**src/design/acsf_pkg.sv**
```systemverilog
// Contract
// - Start on oscillator, then hand over to the external clock
// - Count clock falling edges; accept at or above 1.15 MHz
// - On failure stay on oscillator, flag the error
// - Fault state outputs no data; only reset exits
// - Low strap selects the single-ended CMOS clock
// - High strap selects the crystal or LVDS clock
// - LVDS is available only in SPI control mode
// - LVDS enable via bit 3, with GPIO input low or GPIO direction bit set
// - Pin mode: reference buffers off; SPI: per-buffer enables
// - Filter per channel in SPI mode, shared in pin mode
// - Sinc5 or wideband low ripple filter type
// - Six selectable decimation rates per filter
// - Wideband group delay about 34 output periods
// - Wideband withholds settled data after a sync
// - Filters resynchronise on a sync rising edge
// - First ready at 336 periods; settled at 336 for sinc5, 8400 for wideband
package acsf_pkg;
  localparam logic [7:0] ADDR_CH_STANDBY = 8'h00;
  localparam logic [7:0] ADDR_PWR_CLK    = 8'h04;
  localparam logic [7:0] ADDR_FILT_TYPE  = 8'h40;
  localparam logic [7:0] ADDR_DECIM      = 8'h41;
  localparam logic [7:0] ADDR_REF_POS    = 8'h42;
  localparam logic [7:0] ADDR_REF_NEG    = 8'h43;
  localparam logic [7:0] ADDR_GPIO_DIR   = 8'h44;
  localparam logic [7:0] ADDR_STATUS     = 8'h45;
  localparam int         PWR_LVDS_BIT    = 3;
  localparam int         STAT_CLKERR_BIT = 0;
  localparam int         STAT_EXT_BIT    = 1;
  localparam int         XTAL_CH         = 4;
  localparam logic [7:0] PWR_RESET       = 8'h00;
  localparam logic [7:0] STANDBY_RESET   = 8'h00;
  localparam logic [7:0] BYTE_ZERO       = 8'h00;
  localparam logic [2:0] DECIM_RESET     = 3'h0;
  localparam logic [2:0] DECIM_MAX       = 3'h5;
  localparam int         BW_SINC5_MILLI  = 204;
  localparam int         BW_WIDE_MILLI   = 433;
  localparam int         WIDE_GD_ODR     = 34;
  localparam int         OSC_KHZ         = 20000;
  localparam int         MIN_MCLK_KHZ    = 1150;
  localparam int         STARTUP_CYC     = 4;
  localparam int         WIN_CYC         = 400;
  localparam int         MIN_EDGES       = (WIN_CYC * MIN_MCLK_KHZ) / OSC_KHZ;
  localparam int         FIRST_SAMPLE_READY_STROBE_MCLK = 336;
  localparam int         SETTLE_MCLK     = 8400;
  typedef enum logic [1:0] {ST_STARTUP, ST_CHECK, ST_RUN, ST_FAULT} acsf_state_t;
endpackage : acsf_pkg

```
**src/design/acsf_sync2.sv**
```systemverilog
`timescale 1ns/1ns
module acsf_sync2 #(
  parameter int W = 1
) (
  input  wire logic         clk,
  input  wire logic         rst_n,
  input  wire logic [W-1:0] din,
  output logic      [W-1:0] dout
);
  logic [W-1:0] meta_q;
  logic [W-1:0] sync_q;

  always_ff @(posedge clk or negedge rst_n) begin
    if (!rst_n) begin
      meta_q <= '0;
      sync_q <= '0;
    end else begin
      meta_q <= din;
      sync_q <= meta_q;
    end
  end

  assign dout = sync_q;
endmodule : acsf_sync2

```
**src/design/acsf_core.sv**
```systemverilog
`timescale 1ns/1ns
module acsf_core
  import acsf_pkg::*;
#(
  parameter int SETTLE_CNT = SETTLE_MCLK
) (
  input  wire logic       CLK,
  input  wire logic       RESETN,
  input  wire logic       MCLK_IN,
  input  wire logic       CLK_SEL,
  input  wire logic       SPI_MODE,
  input  wire logic       SYNC_IN,
  input  wire logic       LVDS_STRAP_GPIO_LINE,
  input  wire logic       FILT_PIN,
  input  wire logic       REG_WR,
  input  wire logic       REG_RD,
  input  wire logic [7:0] REG_ADDR,
  input  wire logic [7:0] REG_WDATA,
  output logic      [7:0] REG_RDATA,
  output logic            CLK_USE_EXT,
  output logic            CLK_ERR,
  output logic            HDR_ERR,
  output logic            DATA_EN,
  output logic            SEL_XTAL_LVDS,
  output logic            LVDS_EN,
  output logic            XTAL_EXC_EN,
  output logic      [7:0] REF_BUF_P_EN,
  output logic      [7:0] REF_BUF_N_EN,
  output logic      [7:0] FILT_WIDEBAND,
  output logic      [2:0] DECIM_SEL,
  output logic            SAMPLE_READY_STROBE,
  output logic            SETTLED
);
  ////////////////////////////////////////////////////////////////////////////
  // Pin synchronisers
  logic [4:0] pins_s;
  logic       mclk_s;
  logic       sel_s;
  logic       spi_s;
  logic       sync_s;
  logic       gpio_s;

  acsf_sync2 #(.W(5)) u_sync (
    .clk   (CLK),
    .rst_n (RESETN),
    .din   ({MCLK_IN, CLK_SEL, SPI_MODE, SYNC_IN, LVDS_STRAP_GPIO_LINE}),
    .dout  (pins_s)
  );
  assign {mclk_s, sel_s, spi_s, sync_s, gpio_s} = pins_s;

  ////////////////////////////////////////////////////////////////////////////
  // Clock validation and handover
  acsf_state_t state_q, state_d;
  logic [8:0]  win_q, win_d;
  logic [8:0]  edges_q, edges_d;
  logic        mclk_prev_q;
  logic        sel_q, sel_d;
  logic        spi_q, spi_d;
  logic        mclk_fall;

  assign mclk_fall = mclk_prev_q & ~mclk_s;

  always_comb begin
    state_d = state_q;
    win_d   = win_q + 9'h001;
    edges_d = edges_q;
    sel_d   = sel_q;
    spi_d   = spi_q;
    unique case (state_q)
      ST_STARTUP: begin
        if (win_q == 9'(STARTUP_CYC - 1)) begin
          sel_d   = sel_s;
          spi_d   = spi_s;
          state_d = ST_CHECK;
          win_d   = 9'h000;
          edges_d = 9'h000;
        end
      end
      ST_CHECK: begin
        if (mclk_fall && edges_q != 9'h1FF) edges_d = edges_q + 9'h001;
        if (win_q == 9'(WIN_CYC - 1)) begin
          state_d = (edges_d >= 9'(MIN_EDGES)) ? ST_RUN : ST_FAULT;
          win_d   = 9'h000;
        end
      end
      ST_RUN: win_d = 9'h000;
      ST_FAULT: win_d = 9'h000;
    endcase
  end

  always_ff @(posedge CLK or negedge RESETN) begin
    if (!RESETN) begin
      state_q     <= ST_STARTUP;
      win_q       <= 9'h000;
      edges_q     <= 9'h000;
      mclk_prev_q <= 1'b0;
      sel_q       <= 1'b0;
      spi_q       <= 1'b0;
    end else begin
      state_q     <= state_d;
      win_q       <= win_d;
      edges_q     <= edges_d;
      mclk_prev_q <= mclk_s;
      sel_q       <= sel_d;
      spi_q       <= spi_d;
    end
  end

  assign CLK_USE_EXT   = (state_q == ST_RUN);
  assign CLK_ERR       = (state_q == ST_FAULT);
  assign HDR_ERR       = CLK_ERR;
  assign DATA_EN       = CLK_USE_EXT;
  assign SEL_XTAL_LVDS = sel_q;

  ////////////////////////////////////////////////////////////////////////////
  // Configuration registers
  logic [7:0] stby_q, stby_d;
  logic [7:0] pwr_q, pwr_d;
  logic [7:0] filt_q, filt_d;
  logic [2:0] dec_q, dec_d;
  logic [7:0] refp_q, refp_d;
  logic [7:0] refn_q, refn_d;
  logic       gdir_q, gdir_d;
  logic [7:0] rd_q, rd_d;

  always_comb begin
    stby_d = stby_q;
    pwr_d  = pwr_q;
    filt_d = filt_q;
    dec_d  = dec_q;
    refp_d = refp_q;
    refn_d = refn_q;
    gdir_d = gdir_q;
    rd_d   = rd_q;
    if (REG_WR && spi_q) begin
      unique case (REG_ADDR)
        ADDR_CH_STANDBY: stby_d = REG_WDATA;
        ADDR_PWR_CLK:    pwr_d  = REG_WDATA;
        ADDR_FILT_TYPE:  filt_d = REG_WDATA;
        ADDR_DECIM:      dec_d  = (REG_WDATA[2:0] > DECIM_MAX) ? DECIM_MAX : REG_WDATA[2:0];
        ADDR_REF_POS:    refp_d = REG_WDATA;
        ADDR_REF_NEG:    refn_d = REG_WDATA;
        ADDR_GPIO_DIR:   gdir_d = REG_WDATA[0];
        default: ;
      endcase
    end
    if (REG_RD) begin
      unique case (REG_ADDR)
        ADDR_CH_STANDBY: rd_d = stby_q;
        ADDR_PWR_CLK:    rd_d = pwr_q;
        ADDR_FILT_TYPE:  rd_d = filt_q;
        ADDR_DECIM:      rd_d = {5'h00, dec_q};
        ADDR_REF_POS:    rd_d = refp_q;
        ADDR_REF_NEG:    rd_d = refn_q;
        ADDR_GPIO_DIR:   rd_d = {7'h00, gdir_q};
        ADDR_STATUS:     rd_d = {6'h00, CLK_USE_EXT, CLK_ERR};
        default:         rd_d = BYTE_ZERO;
      endcase
    end
  end

  always_ff @(posedge CLK or negedge RESETN) begin
    if (!RESETN) begin
      stby_q <= STANDBY_RESET;
      pwr_q  <= PWR_RESET;
      filt_q <= BYTE_ZERO;
      dec_q  <= DECIM_RESET;
      refp_q <= BYTE_ZERO;
      refn_q <= BYTE_ZERO;
      gdir_q <= 1'b0;
      rd_q   <= BYTE_ZERO;
    end else begin
      stby_q <= stby_d;
      pwr_q  <= pwr_d;
      filt_q <= filt_d;
      dec_q  <= dec_d;
      refp_q <= refp_d;
      refn_q <= refn_d;
      gdir_q <= gdir_d;
      rd_q   <= rd_d;
    end
  end

  assign REG_RDATA     = rd_q;
  // LVDS needs SPI mode, high strap, and a legal GPIO setup
  assign LVDS_EN       = spi_q & sel_q & pwr_q[PWR_LVDS_BIT]
                       & (gdir_q | ~gpio_s);
  assign XTAL_EXC_EN   = sel_q & ~LVDS_EN & ~stby_q[XTAL_CH];
  assign REF_BUF_P_EN  = spi_q ? refp_q : BYTE_ZERO;
  assign REF_BUF_N_EN  = spi_q ? refn_q : BYTE_ZERO;
  assign FILT_WIDEBAND = spi_q ? filt_q : {8{FILT_PIN}};
  assign DECIM_SEL     = dec_q;

  ////////////////////////////////////////////////////////////////////////////
  // Sync and settling
  logic        sync_prev_q;
  logic        sync_rise;
  logic        busy_q, busy_d;
  logic [19:0] mcnt_q, mcnt_d;
  logic        rdy_q, rdy_d;
  logic        set_q, set_d;
  logic        any_wide;

  assign sync_rise = sync_s & ~sync_prev_q;
  assign any_wide  = |FILT_WIDEBAND;

  always_comb begin
    busy_d = busy_q;
    mcnt_d = mcnt_q;
    rdy_d  = 1'b0;
    set_d  = set_q;
    if (sync_rise && CLK_USE_EXT) begin
      busy_d = 1'b1;
      mcnt_d = 20'h00000;
      set_d  = 1'b0;
    end else if (busy_q && mclk_fall) begin
      mcnt_d = mcnt_q + 20'h00001;
      if (mcnt_d == 20'(FIRST_SAMPLE_READY_STROBE_MCLK)) begin
        rdy_d = 1'b1;
        if (!any_wide) begin
          set_d  = 1'b1;
          busy_d = 1'b0;
        end
      end
      // Wideband settling covers its long group delay
      if (mcnt_d == 20'(SETTLE_CNT)) begin
        set_d  = 1'b1;
        busy_d = 1'b0;
      end
    end
    if (!CLK_USE_EXT) begin
      busy_d = 1'b0;
      rdy_d  = 1'b0;
      set_d  = 1'b0;
    end
  end

  always_ff @(posedge CLK or negedge RESETN) begin
    if (!RESETN) begin
      sync_prev_q <= 1'b0;
      busy_q      <= 1'b0;
      mcnt_q      <= 20'h00000;
      rdy_q       <= 1'b0;
      set_q       <= 1'b0;
    end else begin
      sync_prev_q <= sync_s;
      busy_q      <= busy_d;
      mcnt_q      <= mcnt_d;
      rdy_q       <= rdy_d;
      set_q       <= set_d;
    end
  end

  assign SAMPLE_READY_STROBE = rdy_q;
  assign SETTLED             = set_q;

  ////////////////////////////////////////////////////////////////////////////
  // Checks
  chk_fault_sticky: assert property (@(posedge CLK) disable iff (!RESETN)
    CLK_ERR |=> CLK_ERR && !CLK_USE_EXT) else $error("clock error cleared");
  chk_fault_nodata: assert property (@(posedge CLK) disable iff (!RESETN)
    CLK_ERR |-> !DATA_EN && !SAMPLE_READY_STROBE) else $error("data in fault");
  chk_check_pass: assert property (@(posedge CLK) disable iff (!RESETN)
    (state_q == ST_CHECK && win_q == 9'(WIN_CYC - 1) && edges_d >= 9'(MIN_EDGES))
    |=> CLK_USE_EXT) else $error("valid clock not taken");
  chk_check_fail: assert property (@(posedge CLK) disable iff (!RESETN)
    (state_q == ST_CHECK && win_q == 9'(WIN_CYC - 1) && edges_d < 9'(MIN_EDGES))
    |=> CLK_ERR && HDR_ERR && !CLK_USE_EXT) else $error("bad clock not flagged");
  chk_strap_take: assert property (@(posedge CLK) disable iff (!RESETN)
    (state_q == ST_STARTUP && win_q == 9'(STARTUP_CYC - 1))
    |=> SEL_XTAL_LVDS == $past(sel_s)) else $error("strap not taken");
  chk_lvds_spi: assert property (@(posedge CLK) disable iff (!RESETN)
    LVDS_EN |-> spi_q && SEL_XTAL_LVDS && !XTAL_EXC_EN) else $error("lvds illegal");
  chk_ref_pin: assert property (@(posedge CLK) disable iff (!RESETN)
    !spi_q |-> REF_BUF_P_EN == 8'h00 && REF_BUF_N_EN == 8'h00) else $error("ref buf on");
  chk_filt_pin: assert property (@(posedge CLK) disable iff (!RESETN)
    !spi_q |-> FILT_WIDEBAND == {8{FILT_PIN}}) else $error("filter not shared");
  chk_first_ready: assert property (@(posedge CLK) disable iff (!RESETN)
    SAMPLE_READY_STROBE |-> mcnt_q == 20'(FIRST_SAMPLE_READY_STROBE_MCLK)) else $error("ready early");
  chk_settle_wide: assert property (@(posedge CLK) disable iff (!RESETN)
    $rose(SETTLED) && any_wide |-> mcnt_q == 20'(SETTLE_CNT)) else $error("settled early");
endmodule : acsf_core

```
**config.mk**
```make
export PLATFORM = sky130hd
export DESIGN_NAME = acsf_core
export DESIGN_NICKNAME = d
export VERILOG_FILES = /design/src/design/acsf_pkg.sv /design/src/design/acsf_sync2.sv /design/src/design/acsf_core.sv
export SDC_FILE = /design/constraint.sdc
export NUM_CORES = 1
export LEC_CHECK = 0
export BUFFER_PORTS_ARGS = -buffer_cell sky130_fd_sc_hd__buf_2
export CAP_MARGIN = 30
export CORE_UTILIZATION = 30
export DETAILED_ROUTE_END_ITERATION = 7
export PLACE_DENSITY_LB_ADDON = 0.08
export SLEW_MARGIN = 20
export SYNTH_ARGS = -nofsm -noshare
export SYNTH_HDL_FRONTEND = slang
export SYNTH_HIERARCHICAL = 1
export SYNTH_SLANG_ARGS = --single-unit
```
**constraint.sdc**
```tcl
create_clock -name CLK -period 7.3 [get_ports CLK]
set_clock_uncertainty 0.1 [all_clocks]
set_input_delay 2.19 -clock CLK [delete_from_list [all_inputs] [get_ports CLK]]
set_output_delay 2.19 -clock CLK [all_outputs]
set_load 0.01 [all_outputs]
```
Word-level counts from Yosys, hierarchy flattened
Cells that the tools add are included.

Register bits: 109. Input port bits: 26. Output and inout bits: 44. Word-level logic and storage cells: 114.

$add $sub $neg: 3. $lt $le $gt $ge: 2. Equality and inequality tests: 20. Muxes and demuxes: 34. Bitwise logic cells: 13. Reduce and logical (&&, ||, !) cells: 21.

Operators by type and width (number): $pmux W8 S8 (1); $eq A8 B7 Y1 const B (6); $mux W9 (5); $mux W20 (2); $pmux W9 S3 (1); $mux W8 (3); $add A20 B1 Y20 const B (1); $eq A20 B14 Y1 const B (1); $eq A20 B9 Y1 const B (1); $add A9 B1 Y9 const B (2); $pmux W9 S2 (1); $reduce_and A2 Y1 (9); $mux W1 (17); $eq A9 B2 Y1 const B (1); $eq A9 B9 Y1 const B (1); $ge A9 B5 Y1 const B (1); $ne A9 B9 Y1 const B (1); $eq A8 B3 Y1 const B (1); $logic_not A8 Y1 (1); $reduce_or A8 Y1 (1); $and A1 B1 Y1 (7); $reduce_and A3 Y1 (2); $not A1 Y1 (5); $eq A2 B2 Y1 const B (2); 14 further kinds (20).

Depth between registers and ports, before layout
Gate-level depths: netlist of the first run.

Depth after elaboration: 9. Gate-level depth with buffers: 11. Depth with buffers taken out: 11.

Modules after synthesis
Netlist of the first run, hierarchy kept.

By module, submodules not included: acsf_core (times used 1, cells each 529, area each 5353.9 µm², sequential area each 2477.4 µm²); acsf_sync2 (times used 1, cells each 10, area each 250.2 µm², sequential area each 250.2 µm²).

Least setup slack after synthesis of the first run
No wires, ideal clock.

Kind: input -> output. Start point: in FILT_PIN. End point: out FILT_WIDEBAND[6]. Arrival: 2.591 ns. Required time: 5.010 ns. Path slack: 2.419 ns. Cell stages on the path: 3. Buffers on the path: 1. Cells stage by stage: nand2b_1 > clkbuf_1 > nand2_1.

Longest elaborated chain between the ends: 1.

RTL lines: from (decl) (RTL line acsf_core.sv:14) `input wire logic FILT_PIN,`; $mux W8 (RTL line acsf_core.sv:191) `assign FILT_WIDEBAND = spi_q ? filt_q : {8{FILT_PIN}};`; to (decl) (RTL line acsf_core.sv:29) `output logic [7:0] FILT_WIDEBAND,`.

No other way between the ends.

Worst setup path in the final report of the first run
Start point: in FILT_PIN. End point: out FILT_WIDEBAND[7].

Same word-level chain as after synthesis.

==> run summary, run 1 <==
The maximum clock frequency came out at ~200 MHz. dfrtp_1 is the most common cell in the netlist. After clock tree synthesis, the flow added hold-fix buffers numbering 0.

The number of antenna violations at the first check in global routing came out at 0. Yosys attributes the largest share of cell area to dfrtp_1, mux2_2, nor2_1. Sorting the synthesized cells by how often they occur yields dfrtp_1, nor2_1, mux2_2.

After detailed routing, the average wire length per cell comes to 16.5 um. After synthesis, the share of flip-flops with an asynchronous set or reset is 100%. The tree is rooted in a clkbuf_16.

STA classifies the critical path startpoint as an input pin. The number of diodes is 0. Setup violations remaining at the end of the flow were counted as 0. The chip width came out at around 140 um.

For this run, the register share of the synthesized area comes to 48.7%. The congestion estimate from routability-driven global placement came to 0.780. The synthesized instance count is about 540. The actual slew at the worst max-slew pin is around 0.89 ns.

The number of different library cells used by synthesis comes to 70. In this run the post-CTS setup repair buffer count came out at 0. The reg2reg setup slack is roughly 4.5 ns. dfrtp_1 takes more of the synthesized area than any other cell. In this run the deepest clock path goes through 2 buffers.

The number of clock sinks seen by CTS came out at ~110. The global routing usage summed across all routing layers is roughly 15%. The total count of hold-check failures in the final report is 0. The most instantiated flip-flop cell in the synthesis netlist is dfrtp_1. Following the worst setup path forward leads to its endpoint at FILT_WIDEBAND[7].

The worst slew margin relative to its limit is between 40% and 50%. The TritonCTS buffer count is 9. The worst setup path is captured at a primary output.

By startpoint and endpoint, the worst setup path is classified as input pin to primary output. The count of antenna-violating nets left after detailed routing came out at 0. The number of enable-type register cells in the synthesized netlist is 0. The final layout contains about 620 nets.

The CTS tree is yes. The endpoint identified for the worst register-to-register timing path is state_q[0]$_DFFE_PN0P_. The maximum level of the CTS H-tree is 3. After clock tree synthesis, the clock-pin slew on the worst setup and hold paths is 0.07 ns. The pre-CTS worst setup slack came out at 2.26 ns. The effective utilization at floorplan is 30.9%. Setup repair after global routing left no endpoint under its margin.

The count of final max-slew check failures is 0. In this run, post-CTS repair resized a total of 0 instances. The via count of the first global-routing pass was between 4,000 and 5,000.

The largest net degree at the start of global routing came out at slightly below 60. The number of detailed-routing iterations run before antenna repair is 7. The HPWL after detailed placement came out at about 9600 um.

The Yosys step of the flow raised 6 warnings. The first global-routing pass estimated approximately 23,000 um of wire. STA puts the critical path data required time at ~5 ns. The post-synthesis net count came out at between 500 and 600. The worst-case IR drop observed on VDD is roughly 0.14 mV. The final reports fail on design-rule violations. The startpoint of the worst register-to-register path is edges_q[0]$_DFFE_PN0P_. The slack of the critical path is about 2.3 ns. The arrival time of the worst setup path is 2.74 ns.

The max-cap check violation count came out at 0. The share of cells above drive strength 1 came out at between 20% and 30%. The most critical setup path has its startpoint at FILT_PIN.

The number of cells traversed by the worst register-to-register path came out at 10. The vias per cell came out at 5.06. The total I/O pin count is 70. The standard-cell row count is about 50.

In this run the most critical hold path is launched from u_sync/meta_q[4]$_DFF_PN0_. The area of the die is 0.0192 mm^2. The standard cell core area came out at roughly 0.018 mm^2.

The later pin in the worst-skew pair is clocked with a latency of 0.36 ns. The min-delay analysis places its worst path in the category flop to flop. The summed negative setup slack over all endpoints came out at 0 ns.

After detailed routing, the number of remaining DRC violations is 8. Dividing total power by cell area gives a power density of between 150 and 200 mW/mm^2. Synthesis inferred around 110 register bits. The final core utilization came out at between 30 and 40%.

Counting the fill cells in the layout gives 1,879. The average footprint of a synthesized cell came out at roughly 10 um^2. The part of the cycle the worst path needs is approximately 69%. The count of buffers from port buffering is 69. The final layout contains routed wiring with a total length of roughly 14,000 um. Along the worst path, the maximum fanout reaches 8.

The vertical extent of the die came out at between 100 and 150 um. The routed layout has 4,183 vias. The run finished, with violations left. The leakage dissipation is approximately 0.003 uW. The violation count after the first detailed-route iteration is between 200 and 250. The time the final worst path needs with I/O delays and setup is approximately 5.0 ns. The area overhead of the layout relative to synthesis is 14.6%. Global routing finished with a remaining overflow of 0. The fraction of post-synthesis cell area in the top cell type by area is 48.7%. In this run the cell area of the synthesized design comes to between 0.005 and 0.006 mm^2.
stage by stage:
| step | power (uW) | std cells | hold slack, ns | cell area (um^2) |
|---|---|---|---|---|
| 5_1_grt | 1300 | 826 | 0.262 | 6420 |
| 6_report | 1240 | 826 | 0.252 | 6420 |
| 4_1_cts | 1260 | 825 | 0.255 | 6410 |
| 3_5_place_dp | 756 | 809 | 0.237 | 6120 |
| 3_3_place_gp | 754 | 809 | 0.235 | 6120 |
| 2_1_floorplan | 710 | 539 | 0.231 | 5600 |
worst max-delay path, stage by stage:
cell and delay [ns]:
buf_2 0.10, nand2b_1 0.19, nand2_1 0.11, buf_2 0.15
layer usage:
metal  GRT usage, %  wire (um)  vias up
met4           4.56        185        0
met3           3.00        411       12
met1           20.6       6830     2066
li1               -          -     2039
met5              0          0        -
met2           23.5       6190       66
registers in the layout, indices dropped and copies added (netlist names), 8 cells and up:
register,flops
stby_q,8
REG_RDATA,8
filt_q,8
win_q,9
pwr_q,8
mcnt_q,20
refn_q,8
refp_q,8
edges_q,9
layout make-up:
type | instances | area [um^2] | area share [%]
sequential | 109 | 2730 | 42.5
multi-input combinational | 387 | 2700 | 42.0
inverter | 14 | 52.6 | 0.818
clock buffer | 9 | 225 | 3.51
tap | 229 | 287 | 4.46
timing repair buffer | 71 | 370 | 5.77
clock inverter | 7 | 63.8 | 0.994
worst min-delay path by stage:
stage | to | slack [ns] | depth (start not counted)
2_1_floorplan | u_sync/dout[0]$_DFF_PN0_ | 0.23 | 0
4_1_cts | u_sync/dout[4]$_DFF_PN0_ | 0.25 | 0
3_5_place_dp | u_sync/dout[4]$_DFF_PN0_ | 0.24 | 0
6_report | u_sync/dout[4]$_DFF_PN0_ | 0.25 | 0
3_3_place_gp | u_sync/dout[2]$_DFF_PN0_ | 0.23 | 0
5_1_grt | u_sync/dout[3]$_DFF_PN0_ | 0.26 | 0
power by group:
group,leakage (uW),total [uW],switching [uW],internal (uW)
Clock,0.000137,492,251,241
Combinational,0.00142,96.5,55.9,40.7
Sequential,0.00144,647,21.7,625
Total,0.00300,1240,329,906
cell usage in the layout (no fill, tap or decap), types with 14 or more instances in the layout:
master / instances
nor2_1: 46
xnor2_1: 15
o21ai_0: 14
dfrtp_1: 109
and2_1: 21
a21oi_1: 27
buf_2: 68
mux2_2: 44
inv_1: 14
nand2_1: 38
nand3_1: 14
cells by family after synthesis:
kind of cell	after synthesis	share of synthesized area (%)
flip-flops	109	48.7
AND/OR/NAND/NOR	211	21.4
XOR/XNOR	27	4.22
buffers and inverters	43	3.21
multiplexers	57	11.4
AO/OA/AOI/OAI	88	10.2
adder cells (fa/ha/maj)	4	0.893
(Power assumes the default switching activity.)
==> run 2, diff against run 1 <==
--- a/config.mk
+++ b/config.mk
@@ -5,6 +5,7 @@
 export SDC_FILE = /design/constraint.sdc
 export NUM_CORES = 1
 export LEC_CHECK = 0
+export ABC_AREA = 1
 export BUFFER_PORTS_ARGS = -buffer_cell sky130_fd_sc_hd__buf_2
 export CAP_MARGIN = 30
 export CORE_UTILIZATION = 30
==> constraint.sdc (replaced) <==
create_clock -name CLK -period 4.2 [get_ports CLK]
set_clock_uncertainty 0.1 [all_clocks]
set_input_delay 1.26 -clock CLK [delete_from_list [all_inputs] [get_ports CLK]]
set_output_delay 1.26 -clock CLK [all_outputs]
set_load 0.01 [all_outputs]
==> run summary, run 2 <==
The run finished with clean final reports. Ranked by flip-flop count, first place goes to mcnt_q. In this run the top signal layer used is met4.

The arrival time of the worst setup path is 2.03 ns (-0.71 ns). The number of antenna violations at the first check in global routing came out at 0 (unchanged). The wire length of the first global-routing pass came out at 24,100 um (+6.2%). The post-synthesis instance area came out at 0.00555 mm^2 (-1.0%). The violation count after the first detailed-route iteration was 335 (+43%).

The number of diodes came to 0 (unchanged). The share of total power in sequential cells is 50.0% (-2.3 points). The vias per cell was 4.68 (-7.7%). The number of inserted filler cells in the final layout is 1,935 (+3.0%). In the layout the commonest cells are nand2_1, dfrtp_1, inv_1, o21ai_0, buf_2. The clock network fraction of total power came to 41.0% (+1.2 points).

The average footprint of a synthesized cell came out at 7.80 um^2 (-25%). The worst-case vdd ir drop is 0.219 mV (+58%). The vertical extent of the die is 138 um (-0.52%). The worst setup path is of the flop to primary output kind. The detailed-route wire length per cell is 14.7 um (-11%).

The total wirelength of the detailed-routed design came out at 14,900 um (+9.5%). The unique cell type count in the Yosys netlist is 38 (-46%). The count of buffers from port buffering is 69 (unchanged). The largest registers in the layout are mcnt_q: 20 flops, edges_q: 9 flops, win_q: 9 flops. The effective utilization at floorplan came out at 30.8% (-0.12 points). The number of enable-type register cells in the synthesized netlist was 0 (unchanged).

The multi-input combinational cell area came out at 0.00235 mm^2 (-13%). The fraction of synthesis flops using an asynchronous set or reset pin was 100% (unchanged). The worst slew margin relative to its limit is 44.9% (+4.6 points).

The sequential cell area fraction in the yosys report came out at 49.2% (+0.52 points). The area taken by flip-flops and latches is 0.00273 mm^2 (unchanged). STA classifies the critical path startpoint as a flop. The count of antenna-violating nets left after detailed routing was 0 (unchanged). The area of the die came out at 0.0190 mm^2 (-1.0%). The max-cap check violation count is 0 (unchanged). The count of vias placed by the detailed router came out at 4,746 (+13%). The total DRC errors in the routed layout is 0 (-8).

The kind of end point of the critical path is a primary output. The clock network latency to the later pin of the worst-skew pair came out at 0.37 ns (about the same). The number of clock sinks seen by CTS is 109 (unchanged). The hold buffer count at cts is 0 (unchanged).

The actual slew at the worst max-slew pin is 0.823 ns (-0.0672 ns). The synthesized instance count came out at 711 (+32%). Setup repair after global routing left no endpoint under its margin. The total of endpoints with negative setup slack in the final report came out at 0 (unchanged).

On the critical path, the stage with the largest delay is an instance of a2111oi_0. The reported net switching power came to 617 uW (+88%). After layout, the worst path uses between 80% and 90% of the clock period.

The critical path's largest stage delay came out at 0.60 ns (+0.41 ns). The number of detailed-routing iterations run before antenna repair came out at 5 (-2). The via count of the first global-routing pass came to 4,592 (+8.4%). The count of final max-slew check failures came out at 0 (unchanged).

The met1 wire length is 7660 um (+12%). The standard cell core area came out at 0.0180 mm^2 (-0.68%). The count of warnings emitted by yosys came out at 6 (unchanged). The chip width came out at 138 um (-0.52%). The switching share of power is 27.2% (+0.55 points). The biggest area contributor in the post-synthesis netlist is dfrtp_1. The flip-flop and latch count after synthesis is 109 (unchanged).

The fraction of post-synthesis cell area in the top cell type by area came to 49.2% (+0.52 points). The largest net degree at the start of global routing came to 58 (unchanged). The part of the total power dissipated in combinational logic is 9.0% (+1.2 points). The most used flip-flop cell after synthesis is dfrtp_1.

The total number of nets in the final design is 811 (+30%). The total power per unit cell area is 350 mW/mm^2 (+82%). The internal power summed over all cells came to 1650 uW (+82%). The total overflow reported by the global router is 0 (unchanged).

The global routing usage summed across all routing layers came to 16.9% (+2.0 points). In this run the clock root is driven by a clkbuf_16. The total I/O pin count came out at 70 (unchanged). The number of setup buffers added after CTS is 0 (unchanged). Static timing analysis puts the maximum clock frequency at around 300 MHz. The weighted congestion at the end of routability-driven global placement came out at 0.775 (-0.69%). The maximum level of the CTS H-tree is 3 (unchanged). From synthesis to final layout, the design area changed by 16.8%. The clock edge transition at the registers on the reported setup and hold paths came to 0.09 ns (+0.02 ns). The clock period could shrink to 3.39 ns. The total count of hold-check failures in the final report came out at 0 (unchanged). The summed negative setup slack over all endpoints came out at 0 ns (unchanged). The number of resized instances in the post-cts repair step is 0 (unchanged). The standard-cell row count came out at 49 (unchanged). By area the synthesized netlist is led by dfrtp_1, nand2_1, inv_1. The met3 layer wire length in the routed design is 524 um (+27%). The flip-flop count of the largest register, all copies and words added came out at 20 (unchanged).

The largest fanout of any net on the critical path was 22 (+14). By instance count, the leading cell after synthesis is nand2_1. The share of cells above drive strength 1 came out at 14.1% (-11 points). The TritonCTS buffer count is 9 (unchanged). The library cell used most frequently in the layout, excluding fill and tap cells, is nand2_1.

The HPWL after detailed placement came out at 11,100 um (+15%). The leakage dissipation was 0.00342 uW (+14%). The endpoint required time on the critical path came to 2.84 ns (-2.17 ns). The wire length on met2 is 6590 um (+6.3%). The critical path goes through buf_4 -> inv_1 -> a2111oi_0 -> nor3_1 -> buf_2. The worst slack on hold paths is 0.255 ns (+0.00374 ns). The reg2reg setup slack is 1.65 ns (-2.81 ns). The path category of the worst min-delay check is flop to flop. The clock tree buffer depth is 2 (unchanged). The commonest cells after synthesis are nand2_1, dfrtp_1, inv_1. The post-synthesis net count came out at 741 (+30%). TritonCTS built the clock tree.
-- run 2: changes by cell type in the layout (fill, tap and decap cells not counted), sizes merged, moves of 10 or more --
cell	delta
nor2	+13
inv	+93
mux2i	-10
and3	-10
o21ai	+56
and2	-22
nand2	+178
mux2	-45
nand3	+17
xnor2	-14
-- run 2: worst paths after layout --
| kind | from | to | depth (start not counted) |
|---|---|---|---|
| max | spi_q$_DFFE_PN0P_ | XTAL_EXC_EN | 5 |
| min reg2reg | u_sync/meta_q[2]$_DFF_PN0_ | u_sync/dout[2]$_DFF_PN0_ | 0 |
| max in group asynchronous | RESETN | refn_q[6]$_DFFE_PN0P_ | 2 |
| min in group asynchronous | RESETN | mcnt_q[12]$_DFFE_PN0P_ | 1 |
| max reg2reg | state_q[1]$_DFFE_PN0P_ | mcnt_q[17]$_DFFE_PN0P_ | 7 |
| min | u_sync/meta_q[2]$_DFF_PN0_ | u_sync/dout[2]$_DFF_PN0_ | 0 |
-- run 2: final cells by class --
| type | count | area share, % |
|---|---|---|
| clock inverter | 7 | 1.51 |
| multi-input combinational | 479 | 36.2 |
| tap | 229 | 4.42 |
| inverter | 111 | 6.43 |
| timing repair buffer | 71 | 5.80 |
| sequential | 109 | 42.1 |
| clock buffer | 9 | 3.48 |
-- run 2: worst max-delay path: cells and delay by family, from the launching register on --
kind	cells	cell delay (ns)
buffers and inverters	3	0.65
AOI/OAI and AO/OA	1	0.60
DFF	1	0.33
and+or+nand+nor	1	0.08
-- run 2: layer usage --
metal | vias up | track usage, %
li1 | 2413 | -
met1 | 2239 | 24.3
met2 | 85 | 25.7
met3 | 9 | 3.18
met4 | 0 | 4.59
met5 | - | 0
-- run 2: logic make-up after synthesis --
family	synth area share [%]
flops	49.2
fa+ha+maj	0.903
buf+inv	8.48
mux	0.203
simple gates	27.2
xor+xnor	1.85
compound gates	12.2
-- run 2: power by group through the flow --
stage	combinational, uW	sequential (uW)	clock [uW]
global placement	202	1150	0
CTS	207	1130	960
global route	242	1140	1000
finish	204	1130	931
detailed placement	206	1160	0
floorplan	127	1150	0
-- run 2: metrics by stage --
step | worst slack [ns] | total power [uW] | std cells | util [%] | area (um^2)
final | 0.810 | 2270 | 1015 | 35.9 | 6480
after global routing | 0.600 | 2390 | 1015 | 35.9 | 6480
after CTS | 0.779 | 2300 | 1015 | 35.9 | 6480
after detailed placement | 0.917 | 1360 | 999 | 34.1 | 6150
after global placement | 0.949 | 1360 | 999 | 34.1 | 6150
after floorplan | 1.17 | 1270 | 711 | - | 5550
